### src/shared/pins_pkg.sv
/*
 shared constants for the power, reset and status pin controller.
 assumes a 100 MHz system clock and a synchronous active-high reset.
*/
package pins_pkg;
	// clock and timing figures
	localparam int unsigned CLK_FREQ_KHZ     = 100000;
	localparam int unsigned RST_DELAY_US     = 2000;
	localparam int unsigned RST_DELAY_CYCLES = RST_DELAY_US * (CLK_FREQ_KHZ / 1000);
	localparam int unsigned LED_PULSE_US     = 10;
	localparam int unsigned LED_PULSE_CYCLES = LED_PULSE_US * (CLK_FREQ_KHZ / 1000);
	localparam int unsigned OSC_FREQ_KHZ     = 6000;
	localparam int unsigned OSC_HALF_CYCLES  = CLK_FREQ_KHZ / (2 * OSC_FREQ_KHZ);
	// counter widths
	localparam int unsigned RST_CNT_W = 18;
	localparam int unsigned LED_CNT_W = 10;
	localparam int unsigned OSC_CNT_W = 4;
	// configuration word layout
	localparam int unsigned CFG_W          = 4;
	localparam int unsigned CFG_WAKE_BIT   = 0;
	localparam int unsigned CFG_ISO_BIT    = 1;
	localparam int unsigned CFG_PULLDN_BIT = 2;
	localparam int unsigned CFG_USB2_BIT   = 3;
	localparam logic [3:0]  CFG_RESET      = 4'h0;
	// led channel indices
	localparam int unsigned LED_TX = 0;
	localparam int unsigned LED_RX = 1;
	localparam int unsigned LED_N  = 2;
	// reset sequencer states
	typedef enum logic [1:0] {
		RST_HOLD = 2'b00,
		RST_WAIT = 2'b01,
		RST_RUN  = 2'b10
	} rst_state_t;
endpackage

### src/rtl/pin_ctrl_top.sv
/*
 power, suspend, reset and status pin controller.
 assumes usb status strobes from logic on the same clock, pins asynchronous,
 and the pad ring resolving tristate pins from the enables (low = drive).
*/
module pin_ctrl_top #(
	parameter int unsigned RST_DELAY_CYC = pins_pkg::RST_DELAY_CYCLES
) (
	input  wire logic                    i_clk,
	input  wire logic                    i_sys_rst,
	input  wire logic                    i_ext_rst_n,
	input  wire logic                    i_ring_indicator_n,
	input  wire logic                    i_power_source_select,
	input  wire logic                    i_cfg_mem_select,
	input  wire logic                    i_cfg_mem_data,
	input  wire logic                    i_mem_select_drv,
	input  wire logic                    i_mem_clock_drv,
	input  wire logic                    i_mem_data_drv,
	input  wire logic                    i_mem_data_drive_en,
	input  wire logic [pins_pkg::CFG_W-1:0] i_cfg_word,
	input  wire logic                    i_cfg_load,
	input  wire logic                    i_usb_suspend,
	input  wire logic                    i_usb_configured,
	input  wire logic                    i_usb_bus_reset,
	input  wire logic                    i_usb_tx_pulse,
	input  wire logic                    i_usb_rx_pulse,
	input  wire logic                    i_uart_tx_active,
	output logic                         o_resume_req,
	output logic                         o_clk_48m_sel,
	output logic                         o_cfg_mem_select,
	output logic                         o_cfg_mem_select_oe_n,
	output logic                         o_cfg_mem_clock,
	output logic                         o_cfg_mem_clock_oe_n,
	output logic                         o_cfg_mem_data,
	output logic                         o_cfg_mem_data_oe_n,
	output logic                         o_mem_data_in,
	output logic                         o_sleep_n,
	output logic                         o_power_enable_n,
	output logic                         o_bus_powered,
	output logic                         o_rst_out_n,
	output logic                         o_rst_out_oe_n,
	output logic                         o_tx_activity_led_n,
	output logic                         o_tx_activity_led_oe_n,
	output logic                         o_rx_activity_led_n,
	output logic                         o_rx_activity_led_oe_n,
	output logic                         o_osc_clock_out,
	output logic                         o_rs485_driver_enable,
	output logic                         o_remote_wake_en,
	output logic                         o_iso_mode,
	output logic                         o_pulldown_en,
	output logic                         o_usb2_desc
);
	localparam logic [pins_pkg::RST_CNT_W-1:0] DELAY_LAST =
		pins_pkg::RST_CNT_W'(RST_DELAY_CYC - 1);
	localparam logic [pins_pkg::LED_CNT_W-1:0] LED_LAST =
		pins_pkg::LED_CNT_W'(pins_pkg::LED_PULSE_CYCLES);
	localparam logic [pins_pkg::OSC_CNT_W-1:0] OSC_LAST =
		pins_pkg::OSC_CNT_W'(pins_pkg::OSC_HALF_CYCLES - 1);

	// synchronised pin levels
	logic ext_rst_n_s;   // external reset, low active
	logic ring_n_s;      // ring indicator, low active
	logic pwr_src_s;     // power source select
	logic cfg_sel_s;     // select line strap level
	logic cfg_data_s;    // memory data read back

	pin_sync3 #(.RESET_VAL(1'b1)) u_sync_rst (
		.i_clk(i_clk), .i_sys_rst(i_sys_rst), .i_pin(i_ext_rst_n), .o_level(ext_rst_n_s));
	pin_sync3 #(.RESET_VAL(1'b1)) u_sync_ring (
		.i_clk(i_clk), .i_sys_rst(i_sys_rst), .i_pin(i_ring_indicator_n), .o_level(ring_n_s));
	pin_sync3 #(.RESET_VAL(1'b0)) u_sync_pwr (
		.i_clk(i_clk), .i_sys_rst(i_sys_rst), .i_pin(i_power_source_select),
		.o_level(pwr_src_s));
	pin_sync3 #(.RESET_VAL(1'b1)) u_sync_sel (
		.i_clk(i_clk), .i_sys_rst(i_sys_rst), .i_pin(i_cfg_mem_select), .o_level(cfg_sel_s));
	pin_sync3 #(.RESET_VAL(1'b1)) u_sync_dat (
		.i_clk(i_clk), .i_sys_rst(i_sys_rst), .i_pin(i_cfg_mem_data), .o_level(cfg_data_s));

	// reset sequencer state
	pins_pkg::rst_state_t              rst_state_reg;
	pins_pkg::rst_state_t              rst_state_next;
	logic [pins_pkg::RST_CNT_W-1:0]    rst_cnt_reg;
	logic [pins_pkg::RST_CNT_W-1:0]    rst_cnt_next;
	logic                              core_run;      // device out of reset

	assign core_run = (rst_state_reg != pins_pkg::RST_HOLD);

	// sequencer: hold, count the delay, then run
	always_comb begin
		rst_state_next = rst_state_reg;
		rst_cnt_next   = rst_cnt_reg;
		if (!ext_rst_n_s) begin
			rst_state_next = pins_pkg::RST_HOLD;
			rst_cnt_next   = '0;
		end else begin
			case (rst_state_reg)
				pins_pkg::RST_HOLD: begin
					rst_state_next = pins_pkg::RST_WAIT;
					rst_cnt_next   = '0;
				end
				pins_pkg::RST_WAIT: begin
					if (rst_cnt_reg >= DELAY_LAST) begin
						rst_state_next = pins_pkg::RST_RUN;
					end else begin
						rst_cnt_next = rst_cnt_reg + 1'b1;
					end
				end
				pins_pkg::RST_RUN: begin
					rst_state_next = pins_pkg::RST_RUN;
				end
				default: begin
					rst_state_next = pins_pkg::RST_HOLD;
				end
			endcase
		end
	end

	always_ff @(posedge i_clk) begin
		if (i_sys_rst) begin
			rst_state_reg <= pins_pkg::RST_HOLD;
			rst_cnt_reg   <= '0;
		end else begin
			rst_state_reg <= rst_state_next;
			rst_cnt_reg   <= rst_cnt_next;
		end
	end

	// strap capture and option registers
	logic                        strap_taken_reg, strap_taken_next;
	logic                        clk48_reg, clk48_next;
	logic [pins_pkg::CFG_W-1:0]  cfg_reg, cfg_next;
	logic                        strap_take;   // last delay cycle, synchroniser long settled

	// strap read late so the pull-up reset value of the sync chain has flushed out
	assign strap_take = !strap_taken_reg && (rst_state_reg == pins_pkg::RST_WAIT) &&
		(rst_cnt_reg >= DELAY_LAST);

	always_comb begin
		strap_taken_next = strap_taken_reg;
		clk48_next       = clk48_reg;
		cfg_next         = cfg_reg;
		if (!core_run) begin
			strap_taken_next = 1'b0;
			cfg_next         = pins_pkg::CFG_RESET;
		end else begin
			// sample strap while pins still float
			if (strap_take) begin
				clk48_next       = !cfg_sel_s;
				strap_taken_next = 1'b1;
			end
			if (i_cfg_load) begin
				cfg_next = i_cfg_word;
			end
		end
	end

	always_ff @(posedge i_clk) begin
		if (i_sys_rst) begin
			strap_taken_reg <= 1'b0;
			clk48_reg       <= 1'b0;
			cfg_reg         <= pins_pkg::CFG_RESET;
		end else begin
			strap_taken_reg <= strap_taken_next;
			clk48_reg       <= clk48_next;
			cfg_reg         <= cfg_next;
		end
	end

	// usb power state
	logic configured_reg, configured_next;
	logic ring_prev_reg, ring_prev_next;
	logic ring_fall;
	logic wake_ok;

	assign ring_fall = ring_prev_reg && !ring_n_s;
	assign wake_ok = cfg_reg[pins_pkg::CFG_WAKE_BIT] && i_usb_suspend && core_run;

	always_comb begin
		configured_next = configured_reg;
		ring_prev_next  = ring_n_s;
		// set wins over bus reset clear
		if (!core_run) begin
			configured_next = 1'b0;
		end else if (i_usb_configured) begin
			configured_next = 1'b1;
		end else if (i_usb_bus_reset) begin
			configured_next = 1'b0;
		end
	end

	always_ff @(posedge i_clk) begin
		if (i_sys_rst) begin
			configured_reg <= 1'b0;
			ring_prev_reg  <= 1'b1;
		end else begin
			configured_reg <= configured_next;
			ring_prev_reg  <= ring_prev_next;
		end
	end

	// activity led stretchers, one per channel
	logic [pins_pkg::LED_N-1:0] led_act;
	logic [pins_pkg::LED_N-1:0] led_oe_n_reg;

	assign led_act[pins_pkg::LED_TX] = i_usb_tx_pulse;
	assign led_act[pins_pkg::LED_RX] = i_usb_rx_pulse;

	genvar g;
	generate
		for (g = 0; g < pins_pkg::LED_N; g++) begin : g_led
			logic [pins_pkg::LED_CNT_W-1:0] cnt_reg, cnt_next;
			always_comb begin
				cnt_next = cnt_reg;
				if (!core_run) begin
					cnt_next = '0;
				end else if (led_act[g]) begin
					cnt_next = LED_LAST;
				end else if (cnt_reg != '0) begin
					cnt_next = cnt_reg - 1'b1;
				end
			end
			always_ff @(posedge i_clk) begin
				if (i_sys_rst) begin
					cnt_reg         <= '0;
					led_oe_n_reg[g] <= 1'b1;
				end else begin
					cnt_reg         <= cnt_next;
					led_oe_n_reg[g] <= (cnt_next == '0);
				end
			end
		end
	endgenerate

	// oscillator output divider
	logic [pins_pkg::OSC_CNT_W-1:0] osc_cnt_reg, osc_cnt_next;
	logic                           osc_reg, osc_next;

	always_comb begin
		osc_cnt_next = osc_cnt_reg + 1'b1;
		osc_next     = osc_reg;
		if (!core_run || i_usb_suspend) begin
			osc_cnt_next = '0;
			osc_next     = 1'b0;
		end else if (osc_cnt_reg >= OSC_LAST) begin
			osc_cnt_next = '0;
			osc_next     = !osc_reg;
		end
	end

	always_ff @(posedge i_clk) begin
		if (i_sys_rst) begin
			osc_cnt_reg <= '0;
			osc_reg     <= 1'b0;
		end else begin
			osc_cnt_reg <= osc_cnt_next;
			osc_reg     <= osc_next;
		end
	end

	// registered pin outputs
	logic mem_drive;   // memory pins released to the reader

	// float in reset, drive after strap
	assign mem_drive = core_run && strap_taken_reg;

	always_ff @(posedge i_clk) begin
		if (i_sys_rst) begin
			o_resume_req          <= 1'b0;
			o_cfg_mem_select      <= 1'b0;
			o_cfg_mem_select_oe_n <= 1'b1;
			o_cfg_mem_clock       <= 1'b0;
			o_cfg_mem_clock_oe_n  <= 1'b1;
			o_cfg_mem_data        <= 1'b0;
			o_cfg_mem_data_oe_n   <= 1'b1;
			o_mem_data_in         <= 1'b1;
			o_sleep_n             <= 1'b1;
			o_power_enable_n      <= 1'b1;
			o_bus_powered         <= 1'b1;
			o_rst_out_oe_n        <= 1'b1;
			o_rs485_driver_enable <= 1'b0;
		end else begin
			// resume pulse on ring falling edge
			o_resume_req          <= ring_fall && wake_ok;
			o_cfg_mem_select      <= i_mem_select_drv;
			o_cfg_mem_select_oe_n <= !mem_drive;
			o_cfg_mem_clock       <= i_mem_clock_drv;
			o_cfg_mem_clock_oe_n  <= !mem_drive;
			o_cfg_mem_data        <= i_mem_data_drv;
			o_cfg_mem_data_oe_n   <= !(mem_drive && i_mem_data_drive_en);
			o_mem_data_in         <= cfg_data_s;
			o_sleep_n             <= !(core_run && i_usb_suspend);
			o_power_enable_n      <= !(configured_reg && !i_usb_suspend);
			o_bus_powered         <= !pwr_src_s;
			// drive once the delay has run
			o_rst_out_oe_n        <= (rst_state_reg != pins_pkg::RST_RUN);
			o_rs485_driver_enable <= core_run && i_uart_tx_active;
		end
	end

	assign o_clk_48m_sel          = clk48_reg;
	assign o_rst_out_n            = 1'b1;
	assign o_tx_activity_led_n    = 1'b0;
	assign o_rx_activity_led_n    = 1'b0;
	assign o_tx_activity_led_oe_n = led_oe_n_reg[pins_pkg::LED_TX];
	assign o_rx_activity_led_oe_n = led_oe_n_reg[pins_pkg::LED_RX];
	assign o_osc_clock_out        = osc_reg;
	assign o_remote_wake_en       = cfg_reg[pins_pkg::CFG_WAKE_BIT];
	assign o_iso_mode             = cfg_reg[pins_pkg::CFG_ISO_BIT];
	assign o_pulldown_en          = cfg_reg[pins_pkg::CFG_PULLDN_BIT];
	assign o_usb2_desc            = cfg_reg[pins_pkg::CFG_USB2_BIT];
endmodule

### src/rtl/pin_sync3.sv
/*
 three-stage pin synchroniser with agreement filter.
 assumes an asynchronous pin input and the system clock domain.
*/
module pin_sync3 #(
	parameter logic RESET_VAL = 1'b1
) (
	input  wire logic i_clk,
	input  wire logic i_sys_rst,
	input  wire logic i_pin,
	output logic      o_level
);
	logic ff1_reg;   // first stage, read only by second
	logic ff2_reg;   // second stage
	logic ff3_reg;   // third stage
	logic lvl_reg;   // filtered level
	logic lvl_next;

	// level follows once stages two and three agree
	always_comb begin
		lvl_next = lvl_reg;
		if (ff2_reg == ff3_reg) begin
			lvl_next = ff3_reg;
		end
	end

	// register the chain
	always_ff @(posedge i_clk) begin
		if (i_sys_rst) begin
			ff1_reg <= RESET_VAL;
			ff2_reg <= RESET_VAL;
			ff3_reg <= RESET_VAL;
			lvl_reg <= RESET_VAL;
		end else begin
			ff1_reg <= i_pin;
			ff2_reg <= ff1_reg;
			ff3_reg <= ff2_reg;
			lvl_reg <= lvl_next;
		end
	end

	assign o_level = lvl_reg;
endmodule

### config.mk
export PLATFORM = sky130hd
export DESIGN_NAME = pin_ctrl_top
export DESIGN_NICKNAME = d
export VERILOG_FILES = /design/src/shared/pins_pkg.sv /design/src/rtl/pin_ctrl_top.sv /design/src/rtl/pin_sync3.sv
export SDC_FILE = /design/constraint.sdc
export NUM_CORES = 1
export LEC_CHECK = 0
export ABC_AREA = 0
export CORE_AREA = 5 5 104 116
export CTS_CLUSTER_DIAMETER = 100
export DETAILED_ROUTE_END_ITERATION = 10
export DIE_AREA = 0 0 109 121
export DONT_BUFFER_PORTS = 1
export GPL_TIMING_DRIVEN = 0
export PLACE_DENSITY = 0.45
export REMOVE_ABC_BUFFERS = 1
export SETUP_SLACK_MARGIN = 0.5
export SLEW_MARGIN = 20
export SYNTH_ARGS = -nofsm -noshare
export SYNTH_HDL_FRONTEND = slang
export SYNTH_SLANG_ARGS = --single-unit
### constraint.sdc
create_clock -name i_clk -period 4.11 [get_ports i_clk]
set_clock_uncertainty 0.15 [all_clocks]
set_input_delay 0 -clock i_clk [delete_from_list [all_inputs] [get_ports i_clk]]
set_output_delay 0 -clock i_clk [all_outputs]
set_load 0.01 [all_outputs]
; ---- Yosys cells after proc, flatten, opt, wreduce, memory -nomap -nowiden
; Index checks and enable logic that the tools add are counted.
; Widths: inputs -> output; s select.
[word_totals]
register_bits = 87
out_inout_bits = 24
[op_classes]
n_addsub = 4
magnitude_cmp = 2
n_eq_ne = 10
mux = 12
n_bitwise = 2
reduce_logical = 37
[op_table]
columns = op, n
row1 = $mux 10, 6
row2 = $pmux 18 s2, 1
row3 = $logic_not 10->1, 2
row4 = $reduce_bool 10->1, 2
row5 = $sub 10x1->10 const B, 2
row6 = $add 18x1->18 const B, 1
row7 = $ge 18x18->1 const B, 1
row8 = $mux 18, 1
row9 = $logic_and 1x1->1, 11
row10 = $logic_not 1->1, 11
row11 = $pmux 2 s3, 1
row12 = $reduce_bool 2->1, 3
row13 = $reduce_or 2->1, 3
row14 = $eq 1x1->1, 5
row15 = $add 4x1->4 const B, 1
row16 = $ge 4x3->1 const B, 1
row17 = $ne 2x2->1 const B, 2
row18 = $reduce_and 2->1, 2
row19 = $reduce_or 3->1, 1
row20 = $eq 2x1->1 const B, 1
row21 = $eq 2x2->1 const B, 1
row22 = $logic_not 2->1, 1
row23 = $mux 1, 2
row24 = $mux 2, 1
row25 = 3 further kinds, 4

; ---- Depth between registers and ports, before layout
; Gate-level depths: netlist of the first run.
[depth]
depth_word = 5
ltp_mapped = 9
ltp_nobuf = 7

; ---- Hierarchy
; A second synthesis of the first run with hierarchy kept.
[unflattened]
hier_cells = 406
hier_area_um2 = 3676.0
[by_module_without_submodules]
columns = module, n_inst, cells_each, area_each_um2, seq_area_each_um2
row1 = pin_ctrl_top, 1, 356, 3103.0, 1341.3
row2 = pin_sync3 (u_sync_dat ...), 4, 10, 115.1, 80.1
row3 = pin_sync3 (u_sync_pwr), 1, 10, 112.6, 80.1

; ---- Worst setup path after synthesis of the first run
; No wires, ideal clock.
[synth_timing]
path_kind = register to register
from = register g_led[0].cnt_reg[2] in the netlist's numbering
to = register led_oe_n_reg, in the netlist o_tx_activity_led_oe_n
setup_ps = 96
t_arrival_ps = 2283
required_time_ps = 3864
slack_ps = 1581
stages_incl_launch_ff = 7
path_buffers = 1
path_cell_list = dfxtp_1 buf_6 or4_4 nor3b_1 mux2_2 or4_1 o41ai_2
[synth_between]
elab_chain_len = 5
elab_cells_between_ends = 6
classes_between = 1 x add/sub / 3 x mux / 2 x reduce/logical
[synth_lines]
columns = item, line
row1 = "start, declared", pin_ctrl_top.sv:211  ; logic [pins_pkg::LED_CNT_W-1:0] cnt_reg, cnt_next;
row2 = "start signal, assigned", pin_ctrl_top.sv:227  ; cnt_reg <= cnt_next;
row3 = $sub 10x1->10 or $reduce_bool 10->1 (tied branches), "pin_ctrl_top.sv:219, pin_ctrl_top.sv:218"
row4 = $mux 10 *, pin_ctrl_top.sv:218  ; end else if (cnt_reg != '0) begin
row5 = $mux 10 *, pin_ctrl_top.sv:216  ; end else if (led_act[g]) begin
row6 = $mux 10 *, pin_ctrl_top.sv:214  ; if (!core_run) begin
row7 = $logic_not 10->1 *, pin_ctrl_top.sv:228  ; led_oe_n_reg[g] <= (cnt_next == '0);
row8 = "end signal, assigned by index", pin_ctrl_top.sv:228
row9 = "end, declared", pin_ctrl_top.sv:203  ; logic [pins_pkg::LED_N-1:0] led_oe_n_reg;
; Mark *: on every way between the ends. The rest lies on a longest branch, timed or not.
; A chain may end at the register's enable or synchronous reset.

; ---- Worst setup path in the final report of the first run
[layout_timing]
from = register g_led[0].cnt_reg[0] in the netlist's numbering
to = register led_oe_n_reg, in the netlist o_tx_activity_led_oe_n
; The elaborated chain is that of the path after synthesis.

==> results of run 1 <==
worst max-delay path, cell delays in order, from the launching register on:
cell	delay, ns
dfxtp_1	0.36
inv_1	0.07
ha_1	0.24
nor3b_2	0.48
nand2_1	0.14
mux2_4	0.33
or4_1	0.51
o41ai_2	0.31
power breakdown:
part	total, mW	internal [mW]	switching [mW]
Clock	0.834	0.495	0.339
Combinational	0.969	0.432	0.537
Sequential	1.08	0.952	0.131
routing by layer:
metal,part of all wire [%],track usage (%),up-vias
li1,-,-,1483
met1,49,16.1,1338
met2,47,19.5,39
met4,0.46,3.39,0
met5,0,0,-
met3,3.6,3.89,2
placed cells by master, fill, tap and decap left out, types with 6 or more instances in the layout:
cell type	netlist	layout
a21oi_1	37	37
clkbuf_16	0	9
dfxtp_1	87	87
dlygate4sd3_1	0	23
ha_1	7	7
inv_1	14	14
mux2i_1	10	10
nand2_1	24	24
nand2b_1	10	10
nand3_1	11	11
nor2_1	43	43
nor2b_1	8	8
nor3_1	12	12
o21ai_0	8	8
o31ai_1	9	9
or2_2	16	16
or3_1	6	6
or4_1	13	13
layout make-up:
type,count,area [um^2]
fill,1093,6430
multi-input combinational,290,1810
timing repair buffer,24,235
sequential,87,1740
inverter,14,52.6
tap,147,184
clock buffer,11,243
clock inverter,5,63.8
logic make-up after synthesis:
logic type | Yosys count | share of synthesized area [%]
buffers and inverters | 34 | 4.10
xor gates and xnor gates | 5 | 1.19
muxes | 12 | 3.42
DFF | 87 | 47.1
AOI/OAI and AO/OA | 88 | 15.3
adders and majority gates | 7 | 2.37
other | 2 | 0.203
and+or+nand+nor | 175 | 26.3
path summary, 6_finish.rpt:
kind | to
max | o_tx_activity_led_oe_n
min | g_led[1].cnt_reg[4]
max reg2reg | o_tx_activity_led_oe_n
min reg2reg | o_power_enable_n
through the flow:
| step | util, % | area (um^2) | instances |
|---|---|---|---|
| 2_1_floorplan | - | 3600 | 391 |
| 5_1_grt | 40.3 | 4330 | 578 |
| 4_1_cts | 40.3 | 4340 | 578 |
| 6_report | 40.3 | 4330 | 578 |
| 3_3_place_gp | 35.2 | 3780 | 538 |
| 3_5_place_dp | 35.2 | 3790 | 538 |
==> impl_metrics.toml, run 1 <==
[run_status]
status = "complete, but fails checks"
violations = "negative hold slack"

[yosys]
synth_most_common_cell = "dfxtp_1"
syn_area_mm2 = 0.00369
yosysWarnings = 0
yosysSeqAreaShare_pct = 47.1
synthTopCellsByArea = "dfxtp_1 47%, a21oi_1 5.0%, nor2_1 4.4%, mux2i_1 2.7%, or2_2 2.7%"
synth_ff_type = "dfxtp_1"
ys_ff_latch = 87
yosysTopAreaCellShare_pct = 47.1
synthTopCellsByCount = "87 x dfxtp_1, 43 x nor2_1, 37 x a21oi_1"
ys_types = 58
synth_area_leader_cell = "dfxtp_1"
synth_edf_count = 0
synthCells = 410
syn_avg_cell_area_um2 = 9.01
async_flop_share_pct = 0

[global_routing]
grt-ovfl-total = 0
grt_pass1_wl_mm = 12.9
grt_antenna_before_repair = 0
grt_pass1_vias = 2671
track_usage_pct = 12.3
grt_max_degree = 34

[clock_tree]
numCtsBuffers = 9
cts-root-buf = "clkbuf_16"
insertion_delay_ns = 0.33
clkTransAtPathRegs_ns = 0.06
cts_hold_buf = 24
ctsResizeCount = 0
clk_path_buf_depth = 2
cts_sinks = 87
cts_tree = "built"
postCtsSetupBuffers = 0
htreeDepth = 3

[worst_setup_path]
ff2ff_path_depth = 7
cp_max_fo = 8
start_kind = "flip-flop"
r2r_setup_slack_ns = 1.42
cp-end-kind = "flip-flop"
crit_required_ns = 4.20
critPathArrivalTime_ns = 2.77
crit_type = "flip-flop to flip-flop"
r2r-start = "g_led[0].cnt_reg[0]"
startpoint = "g_led[0].cnt_reg[0]"

[drt]
postRouteAntennaNets = 0
dr.pass1.iters = 4
drtIter0Drc = 114
vias_per_cell = 4.95
wl_per_cell_um = 13.4
route.vias.total = 2862
drc_errors = 0
drt-total-wl_mm = 7.76

[hold_path]
whs_path_depth = 2
hold_class = "input pin to flip-flop"
worstHoldStart = "i_sys_rst"

[power_and_ir_drop]
p_total_mw = 2.89
powerDensity_mw_per_mm2 = 666
ir_drop_mv = 0.244
power.leakage_nw = 1.59

[final_layout]
final_nets = 455
drive_gt1_share_pct = 10.2
area_delta_synth_final_pct = 17.2
num_antenna_cells = 0
largest_register_ffs = 20

[place]
dp_hpwl_mm = 5.03
port_buffers = 0
dp_slack_ns = 1.43
place_congestion = 0.787

[timing]
setup_viol = 0
period_share_pct = 65.4
hold_ws_ns = -0.0216
tightest_slew_ns = 0.724
rsz0062_at_grt = "no"
finalMaxSlewViolations = 0
timing.slew.headroom_pct = 51.7
tns_ns = 0
setup_ws_ns = 1.42
hold_viol = 6
maxClockFrequency_mhz = 372
period_needed_ns = 2.69

[die]
die_area_mm2 = 0.0132
pin_count = 46
die_height_um = 121
row_count = 40
die_x_um = 109
coreArea_mm2 = 0.0108
start_util_pct = 34.3

[flow_run]
maxCapViolCount = 0
Note: power is estimated with default switching activity, not from simulation.
==> run 2: changes to the inputs <==
PLACE_DENSITY = 0.47   (was 0.45)
clock period = 2.2 ns   (was 4.11 ns; I/O delays follow)
==> impl_metrics.toml, run 2 (synthesis gave the netlist of run 1 again) <==
[drt]
wl_per_cell_um = 15.6
dr.pass1.iters = 4
drt-total-wl_mm = 9.91
drtIter0Drc = 167
route.vias.total = 3334
vias_per_cell = 5.25
postRouteAntennaNets = 0
drc_errors = 0

[power_and_ir_drop]
p_clk_share_pct = 22.7
powerDensity_mw_per_mm2 = 1380
intPower_mw = 4.79
seq_power_share_pct = 27.8
p_total_mw = 7.51
combPwrFrac_pct = 49.4
swShare_pct = 36.2
ir_drop_mv = 0.509
power.leakage_nw = 2.02
p_sw_mw = 2.72

[clock_tree]
clk_path_buf_depth = 2
insertion_delay_ns = 0.34
cts-root-buf = "clkbuf_16"
cts_tree = "built"
clkTransAtPathRegs_ns = 0.07
cts_sinks = 87
htreeDepth = 3
numCtsBuffers = 9

[worst_setup_path]
r2r_end = "o_tx_activity_led_oe_n"
path_cells = "or4_4, nor3b_4, mux2_4, or4_4, o41ai_4"
start_kind = "flip-flop"
cp_max_fo = 3
cp.buffers_inverters = 0
crit_top_cell = "or4_4"
critPathArrivalTime_ns = 2.52
r2r-start = "g_led[0].cnt_reg[0]"
cp-end-kind = "flip-flop"
cp_slowest_stage_delay_ns = 0.56
crit_family = "simple AND/OR/NAND/NOR gates"
slowest_stage = "or4_4"
r2r_setup_slack_ns = -0.23
crit_type = "flip-flop to flip-flop"
crit_required_ns = 2.29
ff2ff_path_depth = 5

[place]
dp_cells = 538
dpl-instance-area_mm2 = 0.00379
place_congestion = 0.769
port_buffers = 0
dp_hpwl_mm = 5.20

[final_layout]
num-fill-cells = 1011
largest_register_ffs = 20
final_core_util_pct = 50.6
num_antenna_cells = 0
final_nets = 512
layoutNonFillerInstCount = 635
drive_gt1_share_pct = 40.4
final_cell_mix = "63 x dfxtp_1, 41 x buf_4, 38 x nor2_1"
stdcell_area_mm2 = 0.00545
area_delta_synth_final_pct = 47.4
mostFrequentLayoutCell = "dfxtp_1"

[hold_path]
hold_end = "u_sync_pwr.ff2_reg"
hold_class = "input pin to flip-flop"
worstHoldStart = "i_sys_rst"
whs_path_depth = 2

[global_routing]
grt-ovfl-total = 0
grt_antenna_before_repair = 0
grt_busiest_layer = "met2"
met2_usage_pct = 26.0
met3_usage_pct = 3.89
grt_max_degree = 34
grt_pass1_wl_mm = 15.4
track_usage_pct = 14.7
grt_pass1_vias = 3220
met1_usage_pct = 16.8

[die]
pin_count = 46
coreArea_mm2 = 0.0108
die_height_um = 121
die_area_mm2 = 0.0132
row_count = 40
die_x_um = 109
start_util_pct = 34.3

[flow_run]
maxCapViolCount = 0

[timing]
setup_ws_ns = -0.230
hold_viol = 7
maxClockFrequency_mhz = 412
tightest_slew_ns = 0.572
period_needed_ns = 2.43
hold_ws_ns = -0.0263
period_share_pct = 110
finalMaxSlewViolations = 0
setup_viol = 1
rsz0062_at_grt = "yes"
timing.slew.headroom_pct = 61.9

[run_status]
violations = "negative hold slack, negative setup slack"
status = "complete, but fails checks"
[run 2: metrics by stage]
stage          setup WS [ns]  setup TNS, ns
6_report              -0.230         -0.230
5_1_grt               -0.275         -0.299
4_1_cts               -0.264         -0.264
3_5_place_dp          -0.527          -5.14
3_3_place_gp          -0.587          -7.68
2_1_floorplan         -0.298         -0.298
[run 2: worst max-delay path by stage]
stage / start / endpoint / slack (ns) / cells past startpoint
after global placement: rst_cnt_reg[12] / rst_cnt_reg[9] / -0.59 / 5
after floorplan: g_led[0].cnt_reg[0] / o_tx_activity_led_oe_n / -0.30 / 5
after detailed placement: g_led[0].cnt_reg[0] / o_tx_activity_led_oe_n / -0.53 / 7
after global routing: g_led[0].cnt_reg[0] / o_tx_activity_led_oe_n / -0.27 / 5
after CTS: g_led[0].cnt_reg[2] / o_tx_activity_led_oe_n / -0.26 / 5
final: g_led[0].cnt_reg[0] / o_tx_activity_led_oe_n / -0.23 / 5
[run 2: worst reg2reg max path: stages (launching register included)]
cell and delay (ns):
dfxtp_4 0.35, or4_4 0.56, nor3b_4 0.22, mux2_4 0.32, or4_4 0.50, o41ai_4 0.23
[run 2: cell type report]
type                       count  area (um^2)  area share, %
multi-input combinational    295         2390           43.9
sequential                    87         1810           33.2
tap                          147          184           3.38
inverter                      14         57.6           1.06
clock inverter                 7          114           2.09
timing repair buffer          76          667           12.2
clock buffer                   9          225           4.13
[run 2: layer usage]
metal  wire length, um  part of all wire, %
met5                 0                    0
met3               345                  3.5
met1              4130                   42
met2              5240                   53
met4               189                  1.9
[run 2: power groups by stage]
stage | logic [mW] | clock network, mW | registers [mW]
finish | 3.71 | 1.71 | 2.09
global placement | 1.75 | 0 | 2.06
global route | 4.01 | 1.83 | 2.12
detailed placement | 1.77 | 0 | 2.06
CTS | 2.80 | 1.76 | 2.06
floorplan | 1.44 | 0 | 2.00
[run 2: what timing repair did]
action / in CTS / in global routing
buffers inserted: 34 / 18
pin swaps: 51 / 24
hold buffers: 24 / 0
setup endpoints to repair: 51 / 45
resized for setup: 100 / 63
endpoints found under the hold margin: 67 / 0
gates cloned: 4 / 1
==> run 3: changes to the inputs <==
CORE_AREA = 5 5 115 106   (was 5 5 104 116)
DIE_AREA = 0 0 120 111   (was 0 0 109 121)
REMOVE_ABC_BUFFERS = default   (was 1)
==> impl_metrics.toml, run 3 (synthesis gave the netlist of run 1 again) <==
[run_status]
status = "complete, but fails checks"
violations = "negative setup slack"

[global_routing]
track_usage_pct = 14.6
grt_pass1_vias = 3194
grt_antenna_before_repair = 0
grt_pass1_wl_mm = 15.7
grt_max_degree = 17
grt-ovfl-total = 0

[timing]
tightest_slew_ns = 0.700
maxClockFrequency_mhz = 409
finalMaxSlewViolations = 0
period_needed_ns = 2.45
setup_viol = 2
setup_ws_ns = -0.246
period_share_pct = 111
rsz0062_at_grt = "yes"
tns_ns = -0.260
timing.slew.headroom_pct = 53.3
hold_viol = 0

[drt]
drtIter0Drc = 212
route.met3.wl_um = 319
vias_per_cell = 5.04
drc_errors = 0
wl_per_cell_um = 15.3
m1WireLength_mm = 4.44
postRouteAntennaNets = 0
route.vias.total = 3229
drt-total-wl_mm = 9.79
met2_length_mm = 4.93
top_layer = "met4"
dr.pass1.iters = 4

[place]
dp_hpwl_mm = 5.77
port_buffers = 0
dpl-instance-area_mm2 = 0.00409
place_congestion = 0.760

[power_and_ir_drop]
ir_drop_mv = 0.512
power.leakage_nw = 2.14
p_total_mw = 7.50
powerDensity_mw_per_mm2 = 1320

[die]
die_height_um = 111
row_count = 36
die_area_mm2 = 0.0133
coreArea_mm2 = 0.0108
start_util_pct = 34.3
pin_count = 46
die_x_um = 120

[worst_setup_path]
cp_max_fo = 4
r2r_setup_slack_ns = -0.25
cp-end-kind = "flip-flop"
start_kind = "flip-flop"
cp.buffers_inverters = 1
slowest_stage = "or4_4"
startpoint = "g_led[0].cnt_reg[2]"
critPathArrivalTime_ns = 2.53
crit_family = "simple AND/OR/NAND/NOR gates"
r2r-start = "g_led[0].cnt_reg[2]"
crit_top_cell = "or4_4"
crit_required_ns = 2.28
path_cells = "buf_6, or4_4, o21a_1, a211o_1, or4_4, o41ai_2"
cp_slowest_stage_delay_ns = 0.57
crit_type = "flip-flop to flip-flop"

[final_layout]
final_nets = 532
num_antenna_cells = 0
area_delta_synth_final_pct = 54.3
mostFrequentLayoutCell = "dfxtp_1"
final_cell_mix = "62 x dfxtp_1, 43 x buf_4, 31 x nor2_1"
drive_gt1_share_pct = 46.3
stdcell_area_mm2 = 0.00570
largest_register_ffs = 20

[clock_tree]
htreeDepth = 3
insertion_delay_ns = 0.34
numCtsBuffers = 9
cts_tree = "built"
clkTransAtPathRegs_ns = 0.07
cts_sinks = 87
clk_path_buf_depth = 2
cts-root-buf = "clkbuf_16"

[flow_run]
maxCapViolCount = 0

[hold_path]
worstHoldStart = "i_sys_rst"
hold_class = "input pin to flip-flop"
run 3: changes by cell type in the layout (fill, tap and decap cells not counted), moves of 5 or more:
cell / change
buf_8: +7
nor2_1: -7
a21oi_1: -6
a21oi_2: +6
nor2_4: +6
clkbuf_1: +5
dfxtp_2: +5
run 3: worst min-delay path, delay by kind of cell:
| kind | cells | cell delay [ns] |
|---|---|---|
| AOI/OAI and AO/OA | 2 | 0.18 |
| and+or+nand+nor | 2 | 0.26 |
run 3: worst paths after layout:
path | depth (start not counted) | to
hold / removal | 4 | rst_cnt_reg[14]
setup / recovery | 6 | o_tx_activity_led_oe_n
hold reg to reg | 1 | o_power_enable_n
setup reg to reg | 6 | o_tx_activity_led_oe_n
run 3: final cells by class:
type / instances / area, um^2
Buffer: 20 / 220
Clock buffer: 10 / 229
Clock inverter: 6 / 51.3
Fill cell: 956 / 5070
Inverter: 14 / 60.1
Multi-Input combinational cell: 290 / 2400
Sequential cell: 87 / 1800
Tap cell: 133 / 166
Timing Repair Buffer: 81 / 778
run 3: layer usage:
layer	track usage (%)	vias to the layer above
met3	4.29	8
met2	24.0	32
met1	18.3	1552
li1	-	1637
met4	4.89	0
met5	0	-
run 3: repair_timing:
| item | in CTS | in global routing |
|---|---|---|
| pin swaps | 28 | 45 |
| hold endpoints to repair | 59 | 0 |
| gates cloned | 2 | 1 |
| buffers inserted | 33 | 21 |
| setup endpoints to repair | 55 | 51 |
| hold buffers | 24 | 0 |
| resized for setup | 72 | 94 |
run 3: metrics by stage:
step / utilization (%) / setup slack [ns] / std cells / hold slack, ns
4_1_cts: 48.1 / -0.230 / 619 / 0.00333
2_1_floorplan: - / -0.104 / 411 / -0.0886
3_5_place_dp: 37.9 / -0.249 / 544 / -0.0839
3_3_place_gp: 37.9 / -0.245 / 544 / -0.0856
5_1_grt: 52.9 / -0.299 / 641 / 0.0464
6_report: 52.9 / -0.246 / 641 / 0.0110
run 3: power breakdown:
part / switching (mW) / internal (mW) / total, mW
sequential: 0.258 / 1.80 / 2.06
combinational: 1.80 / 2.20 / 4.00
clock: 0.664 / 0.786 / 1.45
